<file path="config.mk">
export PLATFORM = sky130hd
export DESIGN_NAME = pipelined_core_cycle_timing
export DESIGN_NICKNAME = d
export VERILOG_FILES = /design/src/pkg/core_timing_pkg.sv /design/src/design/instr_timing_decode.sv /design/src/design/pipelined_core_cycle_timing.sv
export SDC_FILE = /design/constraint.sdc
export NUM_CORES = 1
export LEC_CHECK = 0
export ABC_AREA = 1
export ABC_CLOCK_PERIOD_IN_PS = 7400
export BUFFER_PORTS_ARGS = -buffer_cell sky130_fd_sc_hd__buf_2
export CELL_PAD_IN_SITES_DETAIL_PLACEMENT = 1
export CELL_PAD_IN_SITES_GLOBAL_PLACEMENT = 1
export CORE_MARGIN = 3
export CORE_UTILIZATION = 35
export CTS_BUF_LIST = sky130_fd_sc_hd__clkbuf_16
export CTS_CLUSTER_DIAMETER = 200
export CTS_CLUSTER_SIZE = 20
export DETAILED_ROUTE_END_ITERATION = 12
export PLACE_DENSITY = 0.93
export SETUP_SLACK_MARGIN = 0.2
export SYNTH_ARGS = -nofsm -noshare
export SYNTH_HDL_FRONTEND = slang
export SYNTH_SLANG_ARGS = --single-unit
</file>
<file path="constraint.sdc">
create_clock -name sys_clk_in -period 7.4 [get_ports sys_clk_in]
set_clock_uncertainty 0.05 [all_clocks]
set_input_delay 0.74 -clock sys_clk_in [delete_from_list [all_inputs] [get_ports sys_clk_in]]
set_output_delay 0.74 -clock sys_clk_in [all_outputs]
set_load 0.005 [all_outputs]
</file>
<file path="src/pkg/core_timing_pkg.sv">
// constants and types for the pipelined core cycle-timing controller
package core_timing_pkg;

    // ========================================================================
    // clocking and capacity
    // ========================================================================
    localparam int unsigned SYS_CLK_HZ      = 40_000_000;
    localparam int unsigned CORE_MAX_HZ     = 25_000_000;
    localparam int unsigned INSTR_TOTAL     = 109;
    localparam int unsigned DATA_MEM_BYTES  = 256;
    localparam int unsigned SFR_SPACE_BYTES = 128;
    localparam logic [7:0]  SFR_BASE        = 8'h80;

    // ========================================================================
    // cycle timing
    // ========================================================================
    localparam logic [3:0]  MAX_INSTR_CYCLES = 4'h8;
    localparam logic [3:0]  EXT_MOVE_CYCLES  = 4'h3;
    localparam logic [3:0]  FIRST_CYCLE      = 4'h1;
    localparam logic [3:0]  FIRST_EXEC_SLOT  = 4'h2;
    localparam logic [3:0]  EXT_ACCESS_SLOT  = 4'h2;
    localparam logic [15:0] RESET_VECTOR     = 16'h0000;

    // ========================================================================
    // opcodes the timing table singles out
    // ========================================================================
    localparam logic [7:0] OP_MUL       = 8'hA4;
    localparam logic [7:0] OP_DIV       = 8'h84;
    localparam logic [7:0] OP_CODE_DPTR = 8'h93;
    localparam logic [7:0] OP_CODE_PC   = 8'h83;
    localparam logic [7:0] OP_LOAD_DPTR = 8'h90;
    localparam logic [7:0] OP_INC_DPTR  = 8'hA3;
    localparam logic [7:0] OP_SHORT_JMP = 8'h80;

    typedef enum logic [1:0] {
        ST_FETCH,
        ST_EXEC,
        ST_HALTED
    } core_state_e;

endpackage

</file>
<file path="src/design/instr_timing_decode.sv">
// opcode to length, cycle count and access class lookup
`timescale 1ns/10ps
`default_nettype none
module instr_timing_decode
    import core_timing_pkg::*;
(
    input  wire logic [7:0] opcode_in,
    output logic      [1:0] len_out,
    output logic      [3:0] cycles_out,
    output logic            cond_out,
    output logic            xmove_out,
    output logic            xwrite_out,
    output logic            code_read_out
);

    // ========================================================================
    // timing table
    // ========================================================================
    // encodings follow the standard set unchanged; only cycle counts differ [RQ2] [RQ7]
    // counts mirror the per-class distribution of the set [RQ3]
    always_comb begin
        {len_out, cycles_out, cond_out} = {2'd1, 4'h1, 1'b0};
        xmove_out     = 1'b0;
        xwrite_out    = 1'b0;
        code_read_out = 1'b0;
        casez (opcode_in)
            OP_MUL:       {len_out, cycles_out, cond_out} = {2'd1, 4'h4, 1'b0};
            OP_DIV:       {len_out, cycles_out, cond_out} = {2'd1, 4'h8, 1'b0};
            8'b111?00?0,
            8'b111?0011: begin
                {len_out, cycles_out, cond_out} = {2'd1, EXT_MOVE_CYCLES, 1'b0}; // [RQ14]
                xmove_out  = 1'b1;
                xwrite_out = opcode_in[4];
            end
            OP_CODE_DPTR,
            OP_CODE_PC: begin
                {len_out, cycles_out, cond_out} = {2'd1, 4'h3, 1'b0};
                code_read_out = 1'b1; // [RQ9]
            end
            OP_LOAD_DPTR: {len_out, cycles_out, cond_out} = {2'd3, 4'h3, 1'b0};
            OP_INC_DPTR:  {len_out, cycles_out, cond_out} = {2'd1, 4'h1, 1'b0};
            OP_SHORT_JMP: {len_out, cycles_out, cond_out} = {2'd2, 4'h3, 1'b0};
            8'b01??0000:  {len_out, cycles_out, cond_out} = {2'd2, 4'h3, 1'b1};
            8'b11011???:  {len_out, cycles_out, cond_out} = {2'd2, 4'h3, 1'b1};
            8'hD5,
            8'b101101??,
            8'b10111???:  {len_out, cycles_out, cond_out} = {2'd3, 4'h4, 1'b1};
            8'h75, 8'h85,
            8'b01??0011:  {len_out, cycles_out, cond_out} = {2'd3, 4'h3, 1'b0};
            8'b01111???,
            8'b1?001???,
            8'b0111011?,
            8'b1?00011?:  {len_out, cycles_out, cond_out} = {2'd2, 4'h2, 1'b0};
            8'b????1???:  {len_out, cycles_out, cond_out} = {2'd1, 4'h1, 1'b0};
            8'b????011?:  {len_out, cycles_out, cond_out} = {2'd1, 4'h2, 1'b0};
            8'b????0101,
            8'b01??0010:  {len_out, cycles_out, cond_out} = {2'd2, 4'h2, 1'b0};
            8'b00?10100,
            8'b0?1?0100,
            8'b10010100:  {len_out, cycles_out, cond_out} = {2'd2, 4'h2, 1'b0};
            default:      {len_out, cycles_out, cond_out} = {2'd1, 4'h1, 1'b0};
        endcase
    end

endmodule // instr_timing_decode
`default_nettype wire

</file>
<file path="src/design/pipelined_core_cycle_timing.sv">
// fetch sequencer, cycle counter and debug halt control of the pipelined core
//
// Behaviour
// (RQ1) no instruction exceeds eight clocks
// (RQ2) exactly 109 instructions, binary compatible
// (RQ3) cycle classes follow the published distribution
// (RQ4) timing counted in plain clocks only
// (RQ5) one program byte fetched per clock
// (RQ6) untaken conditional branch ends one clock early
// (RQ7) opcodes, modes and status flags unchanged
// (RQ8) zero to 25 MHz, one instruction per clock peak
// (RQ9) software reads and writes flash bytewise
// (RQ10) debug host breaks, runs, steps, accesses memory
// (RQ11) debug uses no program-visible resources
// (RQ12) 256 data bytes, 128 byte special space
// (RQ13) external move targets on-chip program flash
// (RQ14) external move: one byte, three clocks
// (RQ15) count from opcode fetch to next fetch
`timescale 1ns/10ps
`default_nettype none
module pipelined_core_cycle_timing
    import core_timing_pkg::*;
(
    input  wire logic        sys_clk_in,
    input  wire logic        srst_in,
    output logic      [15:0] code_addr_out,
    output logic             code_rd_out,
    output logic             code_wr_out,
    output logic      [7:0]  code_wdata_out,
    input  wire logic [7:0]  code_rdata_in,
    input  wire logic        branch_taken_in,
    input  wire logic        redirect_in,
    input  wire logic [15:0] redirect_pc_in,
    input  wire logic [15:0] xmove_addr_in,
    input  wire logic [15:0] code_read_addr_in,
    input  wire logic [7:0]  acc_in,
    output logic      [7:0]  opcode_out,
    output logic      [7:0]  operand1_out,
    output logic      [7:0]  operand2_out,
    output logic      [7:0]  mem_rdata_out,
    output logic             instr_start_out,
    output logic             instr_done_out,
    output logic      [3:0]  instr_cycles_out,
    output logic      [15:0] pc_out,
    input  wire logic        halt_req_in,
    input  wire logic        run_req_in,
    input  wire logic        step_req_in,
    input  wire logic        bp_wr_in,
    input  wire logic        bp_en_in,
    input  wire logic [15:0] bp_addr_in,
    input  wire logic        dbg_rd_in,
    input  wire logic        dbg_wr_in,
    input  wire logic        dbg_sfr_in,
    input  wire logic [7:0]  dbg_addr_in,
    input  wire logic [7:0]  dbg_wdata_in,
    output logic             halted_out,
    output logic             dmem_rd_out,
    output logic             dmem_wr_out,
    output logic             dmem_sfr_out,
    output logic      [7:0]  dmem_addr_out,
    output logic      [7:0]  dmem_wdata_out,
    input  wire logic [7:0]  dmem_rdata_in,
    output logic      [7:0]  dbg_rdata_out,
    output logic             dbg_ack_out,
    output logic             dbg_err_out
);

    // ========================================================================
    // state and decode
    // ========================================================================
    core_state_e state_q;
    logic [15:0] pc_q;
    logic [3:0]  cnt_q;
    logic [7:0]  opcode_q;
    logic        halt_pend_q;
    logic        step_q;
    logic        bp_en_q;
    logic [15:0] bp_addr_q;
    logic [7:0]  dec_op;
    logic [1:0]  dec_len;
    logic [3:0]  dec_cyc;
    logic        dec_cond;
    logic        dec_xmove;
    logic        dec_xwrite;
    logic        dec_code_read;
    logic        fetch_now;
    logic        ext_slot;
    logic        end_now;
    logic [15:0] next_pc;
    logic        halt_cond;
    logic        dbg_ok;

    // the live byte is decoded in the opcode cycle so one-clock instructions need no stall
    assign dec_op = (state_q == ST_FETCH) ? code_rdata_in : opcode_q;

    instr_timing_decode u_decode (
        .opcode_in     (dec_op),
        .len_out       (dec_len),
        .cycles_out    (dec_cyc),
        .cond_out      (dec_cond),
        .xmove_out     (dec_xmove),
        .xwrite_out    (dec_xwrite),
        .code_read_out (dec_code_read)
    );

    // ========================================================================
    // per-cycle control
    // ========================================================================
    // cycle n of an instruction fetches byte n while bytes remain [RQ4] [RQ5]
    assign fetch_now = (state_q == ST_FETCH) ||
                       ((state_q == ST_EXEC) && (cnt_q <= {2'b00, dec_len}));
    // the data slot of a move or code read is free because those are one byte long [RQ13]
    assign ext_slot  = (state_q == ST_EXEC) && (cnt_q == EXT_ACCESS_SLOT) && (dec_xmove || dec_code_read);

    always_comb begin
        end_now = 1'b0;
        if (state_q == ST_FETCH) begin
            end_now = (dec_cyc == FIRST_CYCLE); // [RQ8]
        end else if (state_q == ST_EXEC) begin
            end_now = (cnt_q == dec_cyc) ||
                      (dec_cond && !branch_taken_in && (cnt_q == dec_cyc - FIRST_CYCLE)); // [RQ6]
        end
    end

    always_comb begin
        next_pc = pc_q;
        if (end_now && redirect_in) begin
            next_pc = redirect_pc_in;
        end else if (fetch_now && !ext_slot) begin
            next_pc = pc_q + 16'h0001;
        end
    end

    // stopping only at a boundary keeps the program's own state untouched [RQ10] [RQ11]
    assign halt_cond = halt_pend_q || step_q || (bp_en_q && (next_pc == bp_addr_q));

    always_comb begin
        code_addr_out  = pc_q;
        code_rd_out    = fetch_now;
        code_wr_out    = 1'b0;
        code_wdata_out = acc_in;
        if (ext_slot) begin
            code_addr_out = dec_code_read ? code_read_addr_in : xmove_addr_in; // [RQ9] [RQ13]
            code_rd_out   = !(dec_xmove && dec_xwrite);
            code_wr_out   = dec_xmove && dec_xwrite;
        end
    end

    assign instr_start_out = (state_q == ST_FETCH); // [RQ15]
    assign instr_done_out  = end_now;
    assign halted_out      = (state_q == ST_HALTED);
    assign pc_out          = pc_q;

    // ========================================================================
    // sequencer
    // ========================================================================
    always_ff @(posedge sys_clk_in) begin
        if (srst_in) begin
            state_q <= ST_FETCH;
            cnt_q   <= FIRST_EXEC_SLOT;
        end else begin
            case (state_q)
                ST_FETCH,
                ST_EXEC: begin
                    if (end_now) begin
                        state_q <= halt_cond ? ST_HALTED : ST_FETCH;
                        cnt_q   <= FIRST_EXEC_SLOT;
                    end else begin
                        state_q <= ST_EXEC;
                        cnt_q   <= (state_q == ST_FETCH) ? FIRST_EXEC_SLOT : cnt_q + FIRST_CYCLE; // [RQ1]
                    end
                end
                ST_HALTED: begin
                    if (run_req_in || step_req_in) begin
                        state_q <= ST_FETCH; // [RQ10]
                    end
                end
                default: state_q <= ST_FETCH;
            endcase
        end
    end

    always_ff @(posedge sys_clk_in) begin
        if (srst_in) begin
            pc_q <= RESET_VECTOR;
        end else if (state_q != ST_HALTED) begin
            pc_q <= next_pc;
        end
    end

    always_ff @(posedge sys_clk_in) begin
        if (srst_in) begin
            opcode_q     <= 8'h00;
            operand1_out <= 8'h00;
            operand2_out <= 8'h00;
        end else if (state_q == ST_FETCH) begin
            opcode_q <= code_rdata_in;
        end else if (fetch_now && !ext_slot) begin
            if (cnt_q == FIRST_EXEC_SLOT) begin
                operand1_out <= code_rdata_in;
            end else begin
                operand2_out <= code_rdata_in;
            end
        end
    end
    assign opcode_out = opcode_q;

    always_ff @(posedge sys_clk_in) begin
        if (srst_in) begin
            mem_rdata_out <= 8'h00;
        end else if (ext_slot && code_rd_out) begin
            mem_rdata_out <= code_rdata_in;
        end
    end

    always_ff @(posedge sys_clk_in) begin
        if (srst_in) begin
            instr_cycles_out <= 4'h0;
        end else if (end_now) begin
            instr_cycles_out <= (state_q == ST_FETCH) ? FIRST_CYCLE : cnt_q; // [RQ15]
        end
    end

    // ========================================================================
    // debug control
    // ========================================================================
    // a halt request landing in the cycle the core halts is kept: set wins over clear
    always_ff @(posedge sys_clk_in) begin
        if (srst_in) begin
            halt_pend_q <= 1'b0;
            step_q      <= 1'b0;
        end else begin
            halt_pend_q <= halt_req_in || (halt_pend_q && !(end_now && halt_cond));
            if (halted_out && step_req_in && !run_req_in) begin
                step_q <= 1'b1;
            end else if (end_now) begin
                step_q <= 1'b0;
            end
        end
    end

    always_ff @(posedge sys_clk_in) begin
        if (srst_in) begin
            bp_en_q   <= 1'b0;
            bp_addr_q <= 16'h0000;
        end else if (bp_wr_in) begin
            bp_en_q   <= bp_en_in;
            bp_addr_q <= bp_addr_in;
        end
    end

    // host access only while halted, and the special space only covers its upper half [RQ11] [RQ12]
    assign dbg_ok         = halted_out && (!dbg_sfr_in || (dbg_addr_in >= SFR_BASE));
    assign dmem_rd_out    = dbg_rd_in && dbg_ok;
    assign dmem_wr_out    = dbg_wr_in && !dbg_rd_in && dbg_ok;
    assign dmem_sfr_out   = dbg_sfr_in;
    assign dmem_addr_out  = dbg_addr_in;
    assign dmem_wdata_out = dbg_wdata_in;

    always_ff @(posedge sys_clk_in) begin
        if (srst_in) begin
            dbg_ack_out   <= 1'b0;
            dbg_err_out   <= 1'b0;
            dbg_rdata_out <= 8'h00;
        end else begin
            dbg_ack_out <= (dbg_rd_in || dbg_wr_in) && dbg_ok;
            dbg_err_out <= (dbg_rd_in || dbg_wr_in) && !dbg_ok;
            if (dmem_rd_out) begin
                dbg_rdata_out <= dmem_rdata_in;
            end
        end
    end
endmodule // pipelined_core_cycle_timing
`default_nettype wire

</file>
# After elaboration in Yosys (flattened, before gate mapping)
# Index checks and enable logic that the tools add are counted.
# op_classes
n_addsub,3
n_lt_le_gt_ge,2
eq_ne,36
n_mux,26
bitwise_logic,2
n_reduce_logical,53
# ops
operator,n
"8-bit == test, second input constant",10
16-bit two-way mux,4
"6-bit by 5-bit == test with 1-bit output, second input constant",4
7-bit OR reduction,3
1-bit logical AND,20
4-bit one-hot mux with 5 select lines,1
"6-bit == test, second input constant",3
"16-bit by 1-bit adder with 16-bit output, second input constant",1
16-bit == test,1
4-bit two-way mux,3
11-bit OR reduction,1
"5-bit == test, second input constant",2
1-bit two-way mux,10
2-bit two-way mux,5
5-bit OR reduction,2
1-bit logical OR,9
4-bit == test,2
"8-bit by 7-bit == test with 1-bit output, second input constant",1
"8-bit >= comparator, second input constant",1
1-bit logical NOT,8
8-bit two-way mux,1
4-bit OR reduction,2
"7-bit by 5-bit == test with 1-bit output, second input constant",1
"7-bit by 6-bit == test with 1-bit output, second input constant",1
other kinds (22),26
# word_totals
reg_bits,87
in_bits,116
out_inout_bits,110
elab_cells,137

# Longest topological paths before layout
# Gate-level depths: netlist of the first run.
# depth
word_depth,21
ltp_mapped,41
depth_no_buf,39

# Modules after synthesis
# Synthesis of the first run repeated with hierarchy kept, for this count alone.
# hier_totals
hier_cells,866
area_unflattened_um2,5412.7
# modules_own_cells
module,instances,cells_each,area_each_um2,seq_area_each_um2
pipelined_core_cycle_timing,1,770,5006.1,1741.7
instr_timing_decode,1,96,406.6,0.0

# Least setup slack after synthesis of the first run
# OpenSTA, ideal clock, no wires.
# synth_timing
kind,in2reg
start,input code_rdata_in[5]
end,register state_q[1]
setup_ns,0.067
arrival_time_ns,4.186
required_time_ns,7.283
setup_slack_ns,3.096
stages,36
n_path_buf,0
cell_sequence,inv_1 -> nand2_1 -> nand2_1 -> nand2_1 -> nor2_2 -> nand2_4 -> nand2_2 -> nor2_1 -> nand3_1 -> or2_2 -> nand2_1 -> ha_1 -> inv_1 -> nor2_1 -> o21ai_0 -> nand3_1 -> nand2_1 -> nand2_2 -> nor3_2 -> nand2_1 -> nor2_2 -> nand2_1 -> nor2_2 -> nand2_1 -> xor2_1 -> nand2_2 -> nand2_1 -> nand2_1 -> nand2_1 -> nor2_1 -> nand2_1 -> nor2_1 -> nand3_1 -> nand2_1 -> nand2_1 -> a21oi_2
# synth_via
elab_chain_cells,19
elab_cells_between_ends,65
classes_between,1 x add/sub; 1 x order compare; 25 x eq/ne; 15 x mux; 23 x reduce/logical
# synth_rtl
item,line_no,source
"start, declared",pipelined_core_cycle_timing.sv:30,"input wire logic [7:0] code_rdata_in,"
8-bit two-way mux *,n/a,
8-bit == test or 6-bit by 5-bit == test with 1-bit output (tied branches),instr_timing_decode.sv:26,casez (opcode_in)
6-bit OR reduction (no line),n/a,
2-bit two-way mux,instr_timing_decode.sv:26,
4-bit one-hot mux with 5 select lines,instr_timing_decode.sv:26,
4-bit by 1-bit subtractor with 4-bit output,pipelined_core_cycle_timing.sv:121,(dec_cond && !branch_taken_in && (cnt_q == dec_cyc - FIRST_CYCLE));
4-bit == test,pipelined_core_cycle_timing.sv:121,
1-bit logical AND,pipelined_core_cycle_timing.sv:121,
(+3 left out),n/a,
1-bit logical AND,pipelined_core_cycle_timing.sv:127,if (end_now && redirect_in) begin
16-bit two-way mux,pipelined_core_cycle_timing.sv:127,
16-bit == test,pipelined_core_cycle_timing.sv:135,assign halt_cond = halt_pend_q || step_q || (bp_en_q && (next_pc == bp_addr_q));
1-bit logical AND,pipelined_core_cycle_timing.sv:135,
1-bit logical OR,pipelined_core_cycle_timing.sv:135,
2-bit two-way mux,pipelined_core_cycle_timing.sv:166,state_q <= halt_cond ? ST_HALTED : ST_FETCH;
2-bit two-way mux *,pipelined_core_cycle_timing.sv:165,if (end_now) begin
2-bit one-hot mux with 2 select lines *,pipelined_core_cycle_timing.sv:162,case (state_q)
"end signal, assigned",pipelined_core_cycle_timing.sv:166,
"end, declared",pipelined_core_cycle_timing.sv:71,core_state_e state_q;
# Every way passes the cells marked *; elsewhere a longest branch is shown, timed or not.
# A chain may end at the register's enable or synchronous reset.

# Final worst setup path of the first run
# layout_timing
start,register state_q[1]
end,output instr_done_out
# layout_via
elab_chain_cells,12
elab_cells_between_ends,47
classes_between,1 x add/sub; 31 x eq/ne; 6 x mux; 9 x reduce/logical
# layout_rtl
item,line_no,source
2-bit logical NOT,"pipelined_core_cycle_timing.sv:94, pipelined_core_cycle_timing.sv:117",
8-bit two-way mux,n/a,
"8-bit == test, or another cell as far along",instr_timing_decode.sv:26,
6-bit OR reduction (no line),n/a,
2-bit two-way mux,instr_timing_decode.sv:26,
4-bit one-hot mux with 5 select lines,instr_timing_decode.sv:26,
4-bit by 1-bit subtractor with 4-bit output,pipelined_core_cycle_timing.sv:121,
4-bit == test,pipelined_core_cycle_timing.sv:121,
1-bit logical AND,pipelined_core_cycle_timing.sv:121,
1-bit logical OR,pipelined_core_cycle_timing.sv:120,end_now = (cnt_q == dec_cyc) ||
1-bit two-way mux,pipelined_core_cycle_timing.sv:119,end else if (state_q == ST_EXEC) begin
1-bit two-way mux *,pipelined_core_cycle_timing.sv:117,if (state_q == ST_FETCH) begin
"end, declared",pipelined_core_cycle_timing.sv:42,"output logic instr_done_out,"
# Marks and branches as above.

==> results of run 1 <==
-- metal layers --
layer  GRT usage [%]  vias to the layer above  part of all wire (%)
met5               0                        -                     0
met4            8.31                        0                   3.0
met3            5.20                       41                   6.1
met2            37.8                      204                    47
met1            28.8                     2808                    44
li1                -                     2953                     -
-- synthesized netlist by cell type --
library cell	n
a21o_1	1
a21oi_1	63
a21oi_2	1
a31oi_1	17
buf_1	1
buf_2	3
buf_4	27
buf_6	5
clkbuf_1	20
clkinv_1	3
dfxtp_1	87
ha_1	7
inv_1	79
inv_2	5
inv_4	1
nand2_1	204
nand2_2	20
nand2_4	4
nand3_1	67
nand3_2	2
nand3b_1	6
nand4_1	24
nand4_4	1
nor2_1	114
nor2_2	6
nor2_4	5
nor3_1	5
nor3_2	1
nor3b_1	1
nor4_1	1
o2111ai_1	1
o211ai_1	2
o21ai_0	30
o21ai_1	2
o21ai_2	2
or2_1	2
or2_2	2
xnor2_1	3
xor2_1	14
-- cells by family (layout without fill, tap and decap cells) --
family | count (synthesis) | in the layout | share of synthesized area, %
other cells | 0 | 1 | 0
flops | 87 | 87 | 32.2
buf+inv | 144 | 286 | 12.7
xor+xnor | 17 | 17 | 2.75
compound gates | 119 | 119 | 11.8
fa+ha+maj | 7 | 7 | 1.62
simple gates | 465 | 465 | 38.9
-- sequential cells by signal, indices dropped and copies added (netlist names) --
name,cells
bp_en_q,1
operand2_out,8
operand1_out,8
bp_addr_q,16
cnt_q,4
dbg_rdata_out,8
instr_cycles_out,4
dbg_err_out,1
pc_out,16
mem_rdata_out,8
step_q,1
opcode_out,8
halt_pend_q,1
state_q,2
dbg_ack_out,1
-- path summary, 6_finish.rpt --
kind	start	endpoint	slack, ps	depth (start not counted)
min	operand2_out[0]$_SDFFE_PP0P_	operand2_out[0]$_SDFFE_PP0P_	400	2
max reg2reg	state_q[1]$_SDFFE_PP0P_	state_q[1]$_SDFFE_PP0P_	1680	37
max	state_q[1]$_SDFFE_PP0P_	instr_done_out	1540	23
min reg2reg	operand2_out[0]$_SDFFE_PP0P_	operand2_out[0]$_SDFFE_PP0P_	400	2
-- worst max-delay path: stages (launching register included) --
cell	delay [ps]
dfxtp_1	620
inv_4	110
nand2_4	280
nand2_1	80
nand2_1	90
nand2_1	140
nor2_2	650
nand2_4	270
nand2_2	180
nor2_1	110
nand3_1	110
nand2_1	80
ha_1	290
xor2_1	140
nor3_1	230
nand3_1	100
nor2_1	110
nand3_1	120
nand2_1	100
nand2_2	70
nand2_4	180
nand2_1	270
clkinv_1	240
buf_2	170
-- layout make-up --
class                   count  area [µm²]  share of cell area [%]
diodes                      1        2.50                  0.0386
clock buffers               9         225                    3.47
well taps                 184         230                    3.55
flip-flops and latches     87        1740                    26.9
inverters                  88         333                    5.13
clock inverters             7        55.1                   0.849
repair buffers            182         918                    14.2
multi-input cells         608        2980                    45.9
-- layout by cell type, fill, tap and decap left out, types with 2 or more instances in the layout --
master        n
nor2_2        6
clkinv_1      3
o211ai_1      2
ha_1          7
xnor2_1       3
o21ai_0      30
nand3_2       2
nand2_4       4
clkbuf_16     9
o21ai_1       2
nand3_1      67
buf_2       179
nor2_4        5
xor2_1       14
inv_1        79
inv_2         5
nor3_1        5
nand2_2      20
o21ai_2       2
clkinvlp_4    2
a21oi_1      63
inv_6         3
buf_4         3
or2_2         2
nand4_1      24
dfxtp_1      87
nor2_1      114
nand2_1     204
a31oi_1      17
or2_1         2
nand3b_1      6
-- report_power, final --
| group | internal, mW | total, mW | switching (mW) |
|---|---|---|---|
| registers | 0.566 | 0.672 | 0.105 |
| clock network | 0.231 | 0.432 | 0.201 |
| logic | 0.527 | 1.60 | 1.07 |
==> flow_summary_export.csv, run 1 <==
group,metric,value,unit
clock_tree,cts_num_sinks,87,
sta,relSlewSlack,46.3,%
logic_synthesis,synth.yosys.seq_area_share,32.2,%
clock_tree,cts-resized-gates,0,
clock_tree,clk_pin_slew,70,ps
layout,utilization,43.8,%
logic_synthesis,netlist-cell-type-count,39,
logic_synthesis,syn_area_per_cell,6.44,µm²
setup_path,cp_data_required_time,6610,ps
logic_synthesis,synthCells,839,
setup_path,end_kind,"output port",
setup_path,cp_max_fo,23,
power_and_ir_drop,leakagePower,3.29,nW
placement,hpwl,15200,µm
placement,placed_cells,1149,
routing,antenna_left,0,
logic_synthesis,synth_nets,962,
power_and_ir_drop,power.density,417,mW/mm²
sta,setup_violations,0,
clock_tree,clock_path_buffers,2,
floorplan,start_util,36.5,%
status,status,"completed",
power_and_ir_drop,power,2.70,mW
routing,via_per_inst,5.15,
logic_synthesis,syn_area,0.00541,mm²
sta,rsz0062_at_grt,"false",
setup_path,arrival,5070,ps
logic_synthesis,synth.largest_area_cell,"dfxtp_1",
floorplan,core_area,0.0148,mm²
sta,min_period,5860,ps
routing,drt-initial-drc-count,412,
routing,wl,19500,µm
clock_tree,cts_setup_buffers,0,
clock_tree,ctsHoldBuffers,0,
floorplan,fp-row-count,44,
placement,dpl_cell_area,0.00620,mm²
global_routing,grt_pass1_wl,30900,µm
placement,gp_congestion,0.898,
floorplan,die_w,130,µm
global_routing,grt_max_degree,61,
floorplan,die_h,130,µm
layout,fill_cells,1986,
clock_tree,htreeDepth,3,
layout,area_delta_synth_final,19.9,%
global_routing,antenna_found_initial,0,
sta,tightest_slew,805,ps
sta,slew_viol_final,0,
placement,pre_cts_slack,1840,ps
global_routing,grt_pass1_vias,6225,
sta,timing.final.ws_setup,1540,ps
layout,stdcell_area,0.00648,mm²
routing,drt_first_pass_iters,5,
clock_tree,clk_latency,350,ps
logic_synthesis,synthTopCellsByArea,"dfxtp_1 32%, nand2_1 14%, nor2_1 7.9%",
placement,port_buffers,179,
global_routing,grt_usage,22.7,%
routing,vias,6006,
sta,finalCritPeriodShare,79.2,%
logic_synthesis,synth_top_area_share,32.2,%
power_and_ir_drop,max-vdd-ir-drop,161,µV
layout,nNetsFinal,1099,
min_path,worstHoldPathType,"flip-flop to flip-flop",
sta,tns,0,ps
logic_synthesis,synth.ff_latch_count,87,
layout,layout-drive-gt1-share,25.3,%
clock_tree,clock-root-buffer,"clkbuf_16",
clock_tree,cts_tree,"built",
routing,route.detailed.drc,0,
global_routing,gr-total-overflow,0,
sta,fin_hold_ws,399,ps
floorplan,die-area,0.0170,mm²
layout,instances_no_fill,1166,
floorplan,io_pins,226,
run,maxCapViolCount,0,
logic_synthesis,ys_warn_count,0,
setup_path,worstSetupPathType,"flip-flop to output port",
sta,hold_viol,0,
setup_path,startpoint_type,"flip-flop",
clock_tree,cts_made_buffers,9,
routing,wl_per_cell,16.7,µm
sta,max_freq,171,MHz
No activity file was read; power rests on OpenSTA's default activity.
==> inputs of run 2 (changes only) <==
--- a/config.mk
+++ b/config.mk
@@ -5,18 +5,18 @@
 export SDC_FILE = /design/constraint.sdc
 export NUM_CORES = 1
 export LEC_CHECK = 0
-export ABC_AREA = 1
-export ABC_CLOCK_PERIOD_IN_PS = 7400
+export ABC_AREA = 0
+export ABC_CLOCK_PERIOD_IN_PS = 5000
 export BUFFER_PORTS_ARGS = -buffer_cell sky130_fd_sc_hd__buf_2
 export CELL_PAD_IN_SITES_DETAIL_PLACEMENT = 1
 export CELL_PAD_IN_SITES_GLOBAL_PLACEMENT = 1
 export CORE_MARGIN = 3
-export CORE_UTILIZATION = 35
+export CORE_UTILIZATION = 31
 export CTS_BUF_LIST = sky130_fd_sc_hd__clkbuf_16
 export CTS_CLUSTER_DIAMETER = 200
 export CTS_CLUSTER_SIZE = 20
 export DETAILED_ROUTE_END_ITERATION = 12
-export PLACE_DENSITY = 0.93
+export PLACE_DENSITY = 0.84
 export SETUP_SLACK_MARGIN = 0.2
 export SYNTH_ARGS = -nofsm -noshare
 export SYNTH_HDL_FRONTEND = slang
==> constraint.sdc (replaced) <==
create_clock -name sys_clk_in -period 5 [get_ports sys_clk_in]
set_clock_uncertainty 0.05 [all_clocks]
set_input_delay 0.5 -clock sys_clk_in [delete_from_list [all_inputs] [get_ports sys_clk_in]]
set_output_delay 0.5 -clock sys_clk_in [all_outputs]
set_load 0.005 [all_outputs]
==> run 2 against run 1 <==
The run now ends with negative setup slack left; critical path type is now flip-flop to flip-flop; largest power group unchanged; wire length increased by 14%; synthesized cell count fell by 24%; total power increased by 61%; die area up 9.6%; register-to-register slack worse by 1800 ps; critical path depth decreased by 3; via count shrank 5.9%; first-iteration DRC count fell by 16%; largest cell class unchanged; worst hold slack worse by 89 ps; synthesized area decreased by 2.5%; non-clock buffer count is 57 higher; highest routed layer unchanged; global-route usage is 0.83 points lower.
==> flow_summary_export.csv, run 2 <==
group,metric,value,unit
logic_synthesis,synth_top_area_share,33.0,%
power_and_ir_drop,power.density,604,mW/mm²
routing,via_per_inst,5.36,
floorplan,die-area,0.0186,mm²
global_routing,grt_max_degree,87,
floorplan,die_w,136,µm
setup_path,cp_data_required_time,5210,ps
floorplan,fp-row-count,47,
clock_tree,clk_pin_slew,70,ps
clock_tree,cts_num_sinks,87,
placement,port_buffers,179,
logic_synthesis,synthCells,634,
sta,tightest_slew,935,ps
clock_tree,htreeDepth,3,
floorplan,core_area,0.0166,mm²
global_routing,gr-total-overflow,0,
clock_tree,clock-root-buffer,"clkbuf_16",
layout,antenna_cells,0,
setup_path,end_kind,"flip-flop",
sta,max_freq,194,MHz
logic_synthesis,synth.ff_latch_count,87,
layout,final_cell_mix,"179 x buf_2, 113 x nor2_1, 85 x dfxtp_1",
routing,drt-initial-drc-count,348,
placement,hpwl,15200,µm
logic_synthesis,synth.yosys.seq_area_share,33.0,%
sta,rsz0062_at_grt,"true",
layout,layout-drive-gt1-share,40.0,%
sta,relSlewSlack,37.6,%
power_and_ir_drop,power,4.35,mW
floorplan,io_pins,226,
logic_synthesis,syn_area_per_cell,8.32,µm²
power_and_ir_drop,leakagePower,3.41,nW
global_routing,grt_pass1_vias,5681,
placement,gp_congestion,0.919,
sta,min_period,5150,ps
floorplan,start_util,31.7,%
logic_synthesis,synth_edf_count,0,
logic_synthesis,syn_area,0.00527,mm²
routing,route.detailed.drc,0,
setup_path,reg2regPathDepth,20,
global_routing,grt_pass1_wl,31600,µm
routing,antenna_left,0,
placement,pre_cts_slack,-240,ps
sta,timing.final.ws_setup,-152,ps
status,violations,"negative setup slack",
clock_tree,clock_path_buffers,2,
routing,vias,5654,
global_routing,grt_usage,21.9,%
routing,drt_first_pass_iters,5,
setup_path,arrival,5360,ps
layout,layout.cells.most_common,"buf_2",
logic_synthesis,ys_warn_count,0,
clock_tree,clk_latency,350,ps
logic_synthesis,synth_nets,757,
sta,finalCritPeriodShare,103,%
setup_path,startpoint_type,"flip-flop",
min_path,hold_path_depth,3,
power_and_ir_drop,max-vdd-ir-drop,265,µV
logic_synthesis,synthTopCellsByArea,"dfxtp_1 33%, mux2i_1 15%, nor2_1 8.1%",
setup_path,cp_max_fo,7,
min_path,worstHoldPathType,"input pin to flip-flop",
sta,hold_viol,0,
routing,wl,22200,µm
global_routing,antenna_found_initial,0,
status,status,"complete, but fails checks",
logic_synthesis,synth_common_cells,"114 x nor2_1, 87 x dfxtp_1, 79 x mux2i_1",
floorplan,die_h,136,µm
sta,setup_violations,2,
logic_synthesis,yosysMostFrequentCell,"nor2_1",
logic_synthesis,async_flop_share,0,%
logic_synthesis,netlist-cell-type-count,73,
clock_tree,cts_made_buffers,9,
sta,slew_viol_final,0,
layout,area_delta_synth_final,36.5,%
clock_tree,cts_tree,"built",
run,maxCapViolCount,0,
layout,nNetsFinal,953,
logic_synthesis,synth.largest_area_cell,"dfxtp_1",
setup_path,worstSetupPathType,"flip-flop to flip-flop",
routing,wl_per_cell,21.0,µm
logic_synthesis,synth_ff_type,"dfxtp_1",
run 2: cell types whose count changed in the layout (fill, tap and decap cells not counted), moves of 8 or more:
cell	before	now
a21oi_1	63	35
nand4_1	24	5
o21ai_0	30	4
mux2i_1	0	72
nand3_1	67	12
nand2_2	20	0
inv_1	79	13
nand2_1	204	56
o211ai_1	2	10
a31oi_1	17	5
buf_4	3	55
run 2: cells by family after synthesis:
group / count (synthesis) / share of synthesized area, %
AOI/OAI and AO/OA: 98 / 13.5
DFF: 87 / 33.0
xor gates and xnor gates: 31 / 5.51
and+or+nand+nor: 259 / 23.3
buffers and inverters: 71 / 7.52
adders and majority gates: 7 / 1.66
muxes: 81 / 15.4
run 2: final cells by class:
class	instances	area, µm²
inverters	17	66.3
multi-input cells	476	3430
well taps	220	275
flip-flops and latches	87	1740
repair buffers	239	1380
clock inverters	7	78.8
clock buffers	9	225
fillers	2028	9440
run 2: report_power, final:
group / internal [mW] / leakage (nW) / switching [mW]
Sequential: 0.824 / 0.711 / 0.169
Combinational: 1.21 / 2.55 / 1.44
Clock: 0.394 / 0.144 / 0.311
run 2: routing by layer:
metal / up-vias / track usage, % / wire, µm
met5: - / 0 / 0
li1: 2573 / - / -
met1: 2752 / 28.2 / 9050
met2: 264 / 35.9 / 10800
met4: 0 / 10.2 / 870
met3: 65 / 3.44 / 1470
run 2: through the flow:
stage          cells  setup TNS (ps)  util [%]  cell area (µm²)  hold slack (ps)
2_1_floorplan    634               0         -             5300              402
3_3_place_gp    1023           -57.6      39.0             6490              390
3_5_place_dp    1023            -240      39.0             6490              396
4_1_cts         1049               0      42.1             7010              305
5_1_grt         1055            -488      43.3             7200              315
6_report        1055            -173      43.3             7200              310
run 2: path summary, 6_finish.rpt:
kind                                      start                             to  slack (ps)
hold / removal                      halt_req_in         halt_pend_q$_SDFF_PP0_         310
setup / recovery        state_q[0]$_SDFFE_PP0P_        state_q[1]$_SDFFE_PP0P_        -150
hold reg to reg   dbg_rdata_out[3]$_SDFFE_PP0P_  dbg_rdata_out[3]$_SDFFE_PP0P_         400
setup reg to reg        state_q[0]$_SDFFE_PP0P_        state_q[1]$_SDFFE_PP0P_        -150
run 2: what timing repair did:
item | CTS | global route
hold buffers | 0 | 0
resized for setup | 35 | 25
endpoints found under the setup margin | 2 | 12
pin swaps | 20 | 11
buffers inserted | 10 | 6
hold endpoints to repair | 0 | 0
run 2: worst max-delay path: stages (launching register included):
cell and delay, ps:
dfxtp_2 340, buf_12 140, buf_4 150, or4b_1 560, o31ai_2 150, a22oi_1 180, a21oi_1 280, a311oi_2 120
and4b_1 260, or2_4 260, ha_4 220, xor2_1 160, nor3_2 280, o2111ai_2 180, mux2_4 320, o211ai_4 80
and2_4 250, mux2i_4 290, xnor2_2 80, or4_4 520, o31ai_2 190
==> inputs of run 3 (changes only) <==
--- a/config.mk
+++ b/config.mk
@@ -11,12 +11,12 @@
 export CELL_PAD_IN_SITES_DETAIL_PLACEMENT = 1
 export CELL_PAD_IN_SITES_GLOBAL_PLACEMENT = 1
 export CORE_MARGIN = 3
-export CORE_UTILIZATION = 31
-export CTS_BUF_LIST = sky130_fd_sc_hd__clkbuf_16
+export CORE_UTILIZATION = 32
+export CTS_BUF_LIST = sky130_fd_sc_hd__clkbuf_8
 export CTS_CLUSTER_DIAMETER = 200
 export CTS_CLUSTER_SIZE = 20
 export DETAILED_ROUTE_END_ITERATION = 12
-export PLACE_DENSITY = 0.84
+export PLACE_DENSITY = 0.86
 export SETUP_SLACK_MARGIN = 0.2
 export SYNTH_ARGS = -nofsm -noshare
 export SYNTH_HDL_FRONTEND = slang
==> run 3 against run 2 <==
The flow still finishes with violations (negative setup slack); fmax up 1.5%; sequential cell count is the same; via count is 2.3% lower; register-to-register slack improved by 80 ps; total power is 8.7% lower; combinational power shrank 5%; clock power shrank 33%; setup slack better by 77 ps; sequential share of layout area is 0.63 points higher; critical path depth down 1; utilization is 0.66 points higher; largest cell class unchanged.
==> flow_summary_export.csv, run 3 (synthesis results as in run 2) <==
group,metric,value,unit
routing,drt_first_pass_iters,5,
floorplan,die_w,134,µm
floorplan,die-area,0.0181,mm²
global_routing,grt_pass1_vias,5432,
setup_path,cp_cell_sequence,"buf_12, buf_4, or4b_1, o31ai_4, nand2_1, o211ai_1, a311oi_1, and4b_1, or2_4, ha_1, xnor2_2, nand3_2, o2111ai_1, mux2_4, o21ai_2, a21boi_2, buf_4, inv_4, buf_6",
setup_path,cp_common_cell,"buf_4",
setup_path,slowest_stage,"or4b_1",
placement,placed_cells,1021,
routing,via_per_inst,5.27,
global_routing,grt_usage,21.2,%
placement,port_buffers,179,
floorplan,start_util,33.0,%
status,violations,"negative setup slack",
setup_path,slowest_delay,590,ps
clock_tree,clock_path_buffers,2,
layout,area_delta_synth_final,33.3,%
sta,setup_violations,2,
clock_tree,ctsHoldBuffers,0,
routing,wl,20900,µm
sta,timing.final.ws_setup,-75.2,ps
power_and_ir_drop,power.density,565,mW/mm²
sta,max_freq,197,MHz
setup_path,end_kind,"output port",
setup_path,arrival,4530,ps
global_routing,met2_usage,34.9,%
status,status,"complete, but fails checks",
clock_tree,cts_num_sinks,87,
power_and_ir_drop,leakagePower,3.33,nW
routing,vias,5523,
setup_path,startpoint_type,"flip-flop",
setup_path,cp_max_fo,7,
clock_tree,clock-root-buffer,"clkbuf_8",
routing,wl_per_cell,20.0,µm
min_path,hold_path_depth,3,
sta,relSlewSlack,38.1,%
sta,hold_viol,0,
placement,hpwl,14600,µm
clock_tree,htreeDepth,3,
clock_tree,clk_latency,380,ps
layout,instances_no_fill,1048,
sta,rsz0062_at_grt,"true",
global_routing,grt_use_met1,27.4,%
routing,route.detailed.drc,0,
layout,fill_cells,2001,
power_and_ir_drop,max-vdd-ir-drop,212,µV
floorplan,die_h,134,µm
clock_tree,clk_pin_slew,90,ps
sta,tightest_slew,929,ps
global_routing,gr-total-overflow,0,
min_path,worstHoldPathType,"input pin to flip-flop",
routing,drt-initial-drc-count,313,
global_routing,antenna_found_initial,0,
routing,antenna_left,0,
setup_path,crit_buf_inv,5,
floorplan,fp-row-count,46,
global_routing,grt_pass1_wl,30200,µm
clock_tree,cts_made_buffers,9,
floorplan,io_pins,226,
sta,finalCritPeriodShare,102,%
placement,pre_cts_slack,-275,ps
setup_path,reg2regPathDepth,21,
setup_path,crit_family,"simple AND/OR/NAND/NOR gates",
global_routing,grt_busiest_layer,"met2",
placement,gp_congestion,0.919,
floorplan,core_area,0.0160,mm²
layout,layout.cells.most_common,"buf_2",
setup_path,cp_data_required_time,4450,ps
sta,slew_viol_final,0,
global_routing,grt_max_degree,87,
global_routing,met3_usage,3.90,%
layout,layout-drive-gt1-share,39.3,%
run,maxCapViolCount,0,
setup_path,worstSetupPathType,"flip-flop to output port",
setup_path,cp.depth,19,
layout,final_cell_mix,"178 x buf_2, 113 x nor2_1, 85 x dfxtp_1",
layout,antenna_cells,0,
sta,min_period,5080,ps
layout,nNetsFinal,950,
clock_tree,cts_tree,"built",
run 3: cell types whose count changed in the layout (fill, tap and decap cells not counted), sizes merged:
| cell | delta |
|---|---|
| clkinvlp | -1 |
| bufinv | -1 |
| buf | -3 |
| clkinv | +2 |
run 3: path summary, 6_finish.rpt:
path                              endpoint                     startpoint  slack (ps)
max                         instr_done_out        state_q[0]$_SDFFE_PP0P_         -80
max reg2reg        state_q[1]$_SDFFE_PP0P_        state_q[0]$_SDFFE_PP0P_         -70
min                 halt_pend_q$_SDFF_PP0_                    halt_req_in         280
min reg2reg  dbg_rdata_out[2]$_SDFFE_PP0P_  dbg_rdata_out[2]$_SDFFE_PP0P_         410
run 3: layout make-up:
| type | count | area [µm²] | area share, % |
|---|---|---|---|
| Multi-Input combinational cell | 476 | 3410 | 48.5 |
| Sequential cell | 87 | 1750 | 24.9 |
| Timing Repair Buffer | 236 | 1360 | 19.3 |
| Tap cell | 216 | 270 | 3.85 |
| Clock buffer | 9 | 124 | 1.76 |
| Inverter | 17 | 66.3 | 0.944 |
| Clock inverter | 7 | 52.6 | 0.748 |
run 3: through the flow:
step	power [mW]	hold slack, ps	utilization [%]	setup TNS [ps]	instance area (µm²)
6_report	3.97	279	43.9	-142	7030
5_1_grt	4.20	263	43.9	-462	7030
2_1_floorplan	2.30	402	-	0	5300
4_1_cts	3.74	253	43.1	0	6890
3_5_place_dp	3.07	397	40.6	-275	6500
3_3_place_gp	3.01	391	40.6	-99.5	6500
run 3: what timing repair did:
item                       4_1_cts  5_1_grt
resized for setup               33       21
setup endpoints to repair       11        9
buffers inserted                 9        2
pin swaps                        7        1
run 3: worst register-to-register path: cells and delay by family (launching register included):
kind,cells,cell delay [ps]
xor gates and xnor gates,2,330
DFF,1,370
AOI/OAI and AO/OA,6,1090
adders and majority gates,1,220
buffers and inverters,3,510
muxes,2,670
and+or+nand+nor,7,1760
run 3: metal layers:
layer / wire [µm] / part of all wire [%]
met4: 623 / 3.0
met2: 10300 / 49
met1: 8870 / 42
met5: 0 / 0
met3: 1150 / 5.5
run 3: report_power, final:
| part | internal [mW] | leakage, nW | total [mW] | switching (mW) |
|---|---|---|---|---|
| logic | 1.16 | 2.52 | 2.51 | 1.35 |
| registers | 0.825 | 0.711 | 0.990 | 0.166 |
| clock network | 0.185 | 0.0904 | 0.469 | 0.284 |
| total | 2.17 | 3.33 | 3.97 | 1.80 |
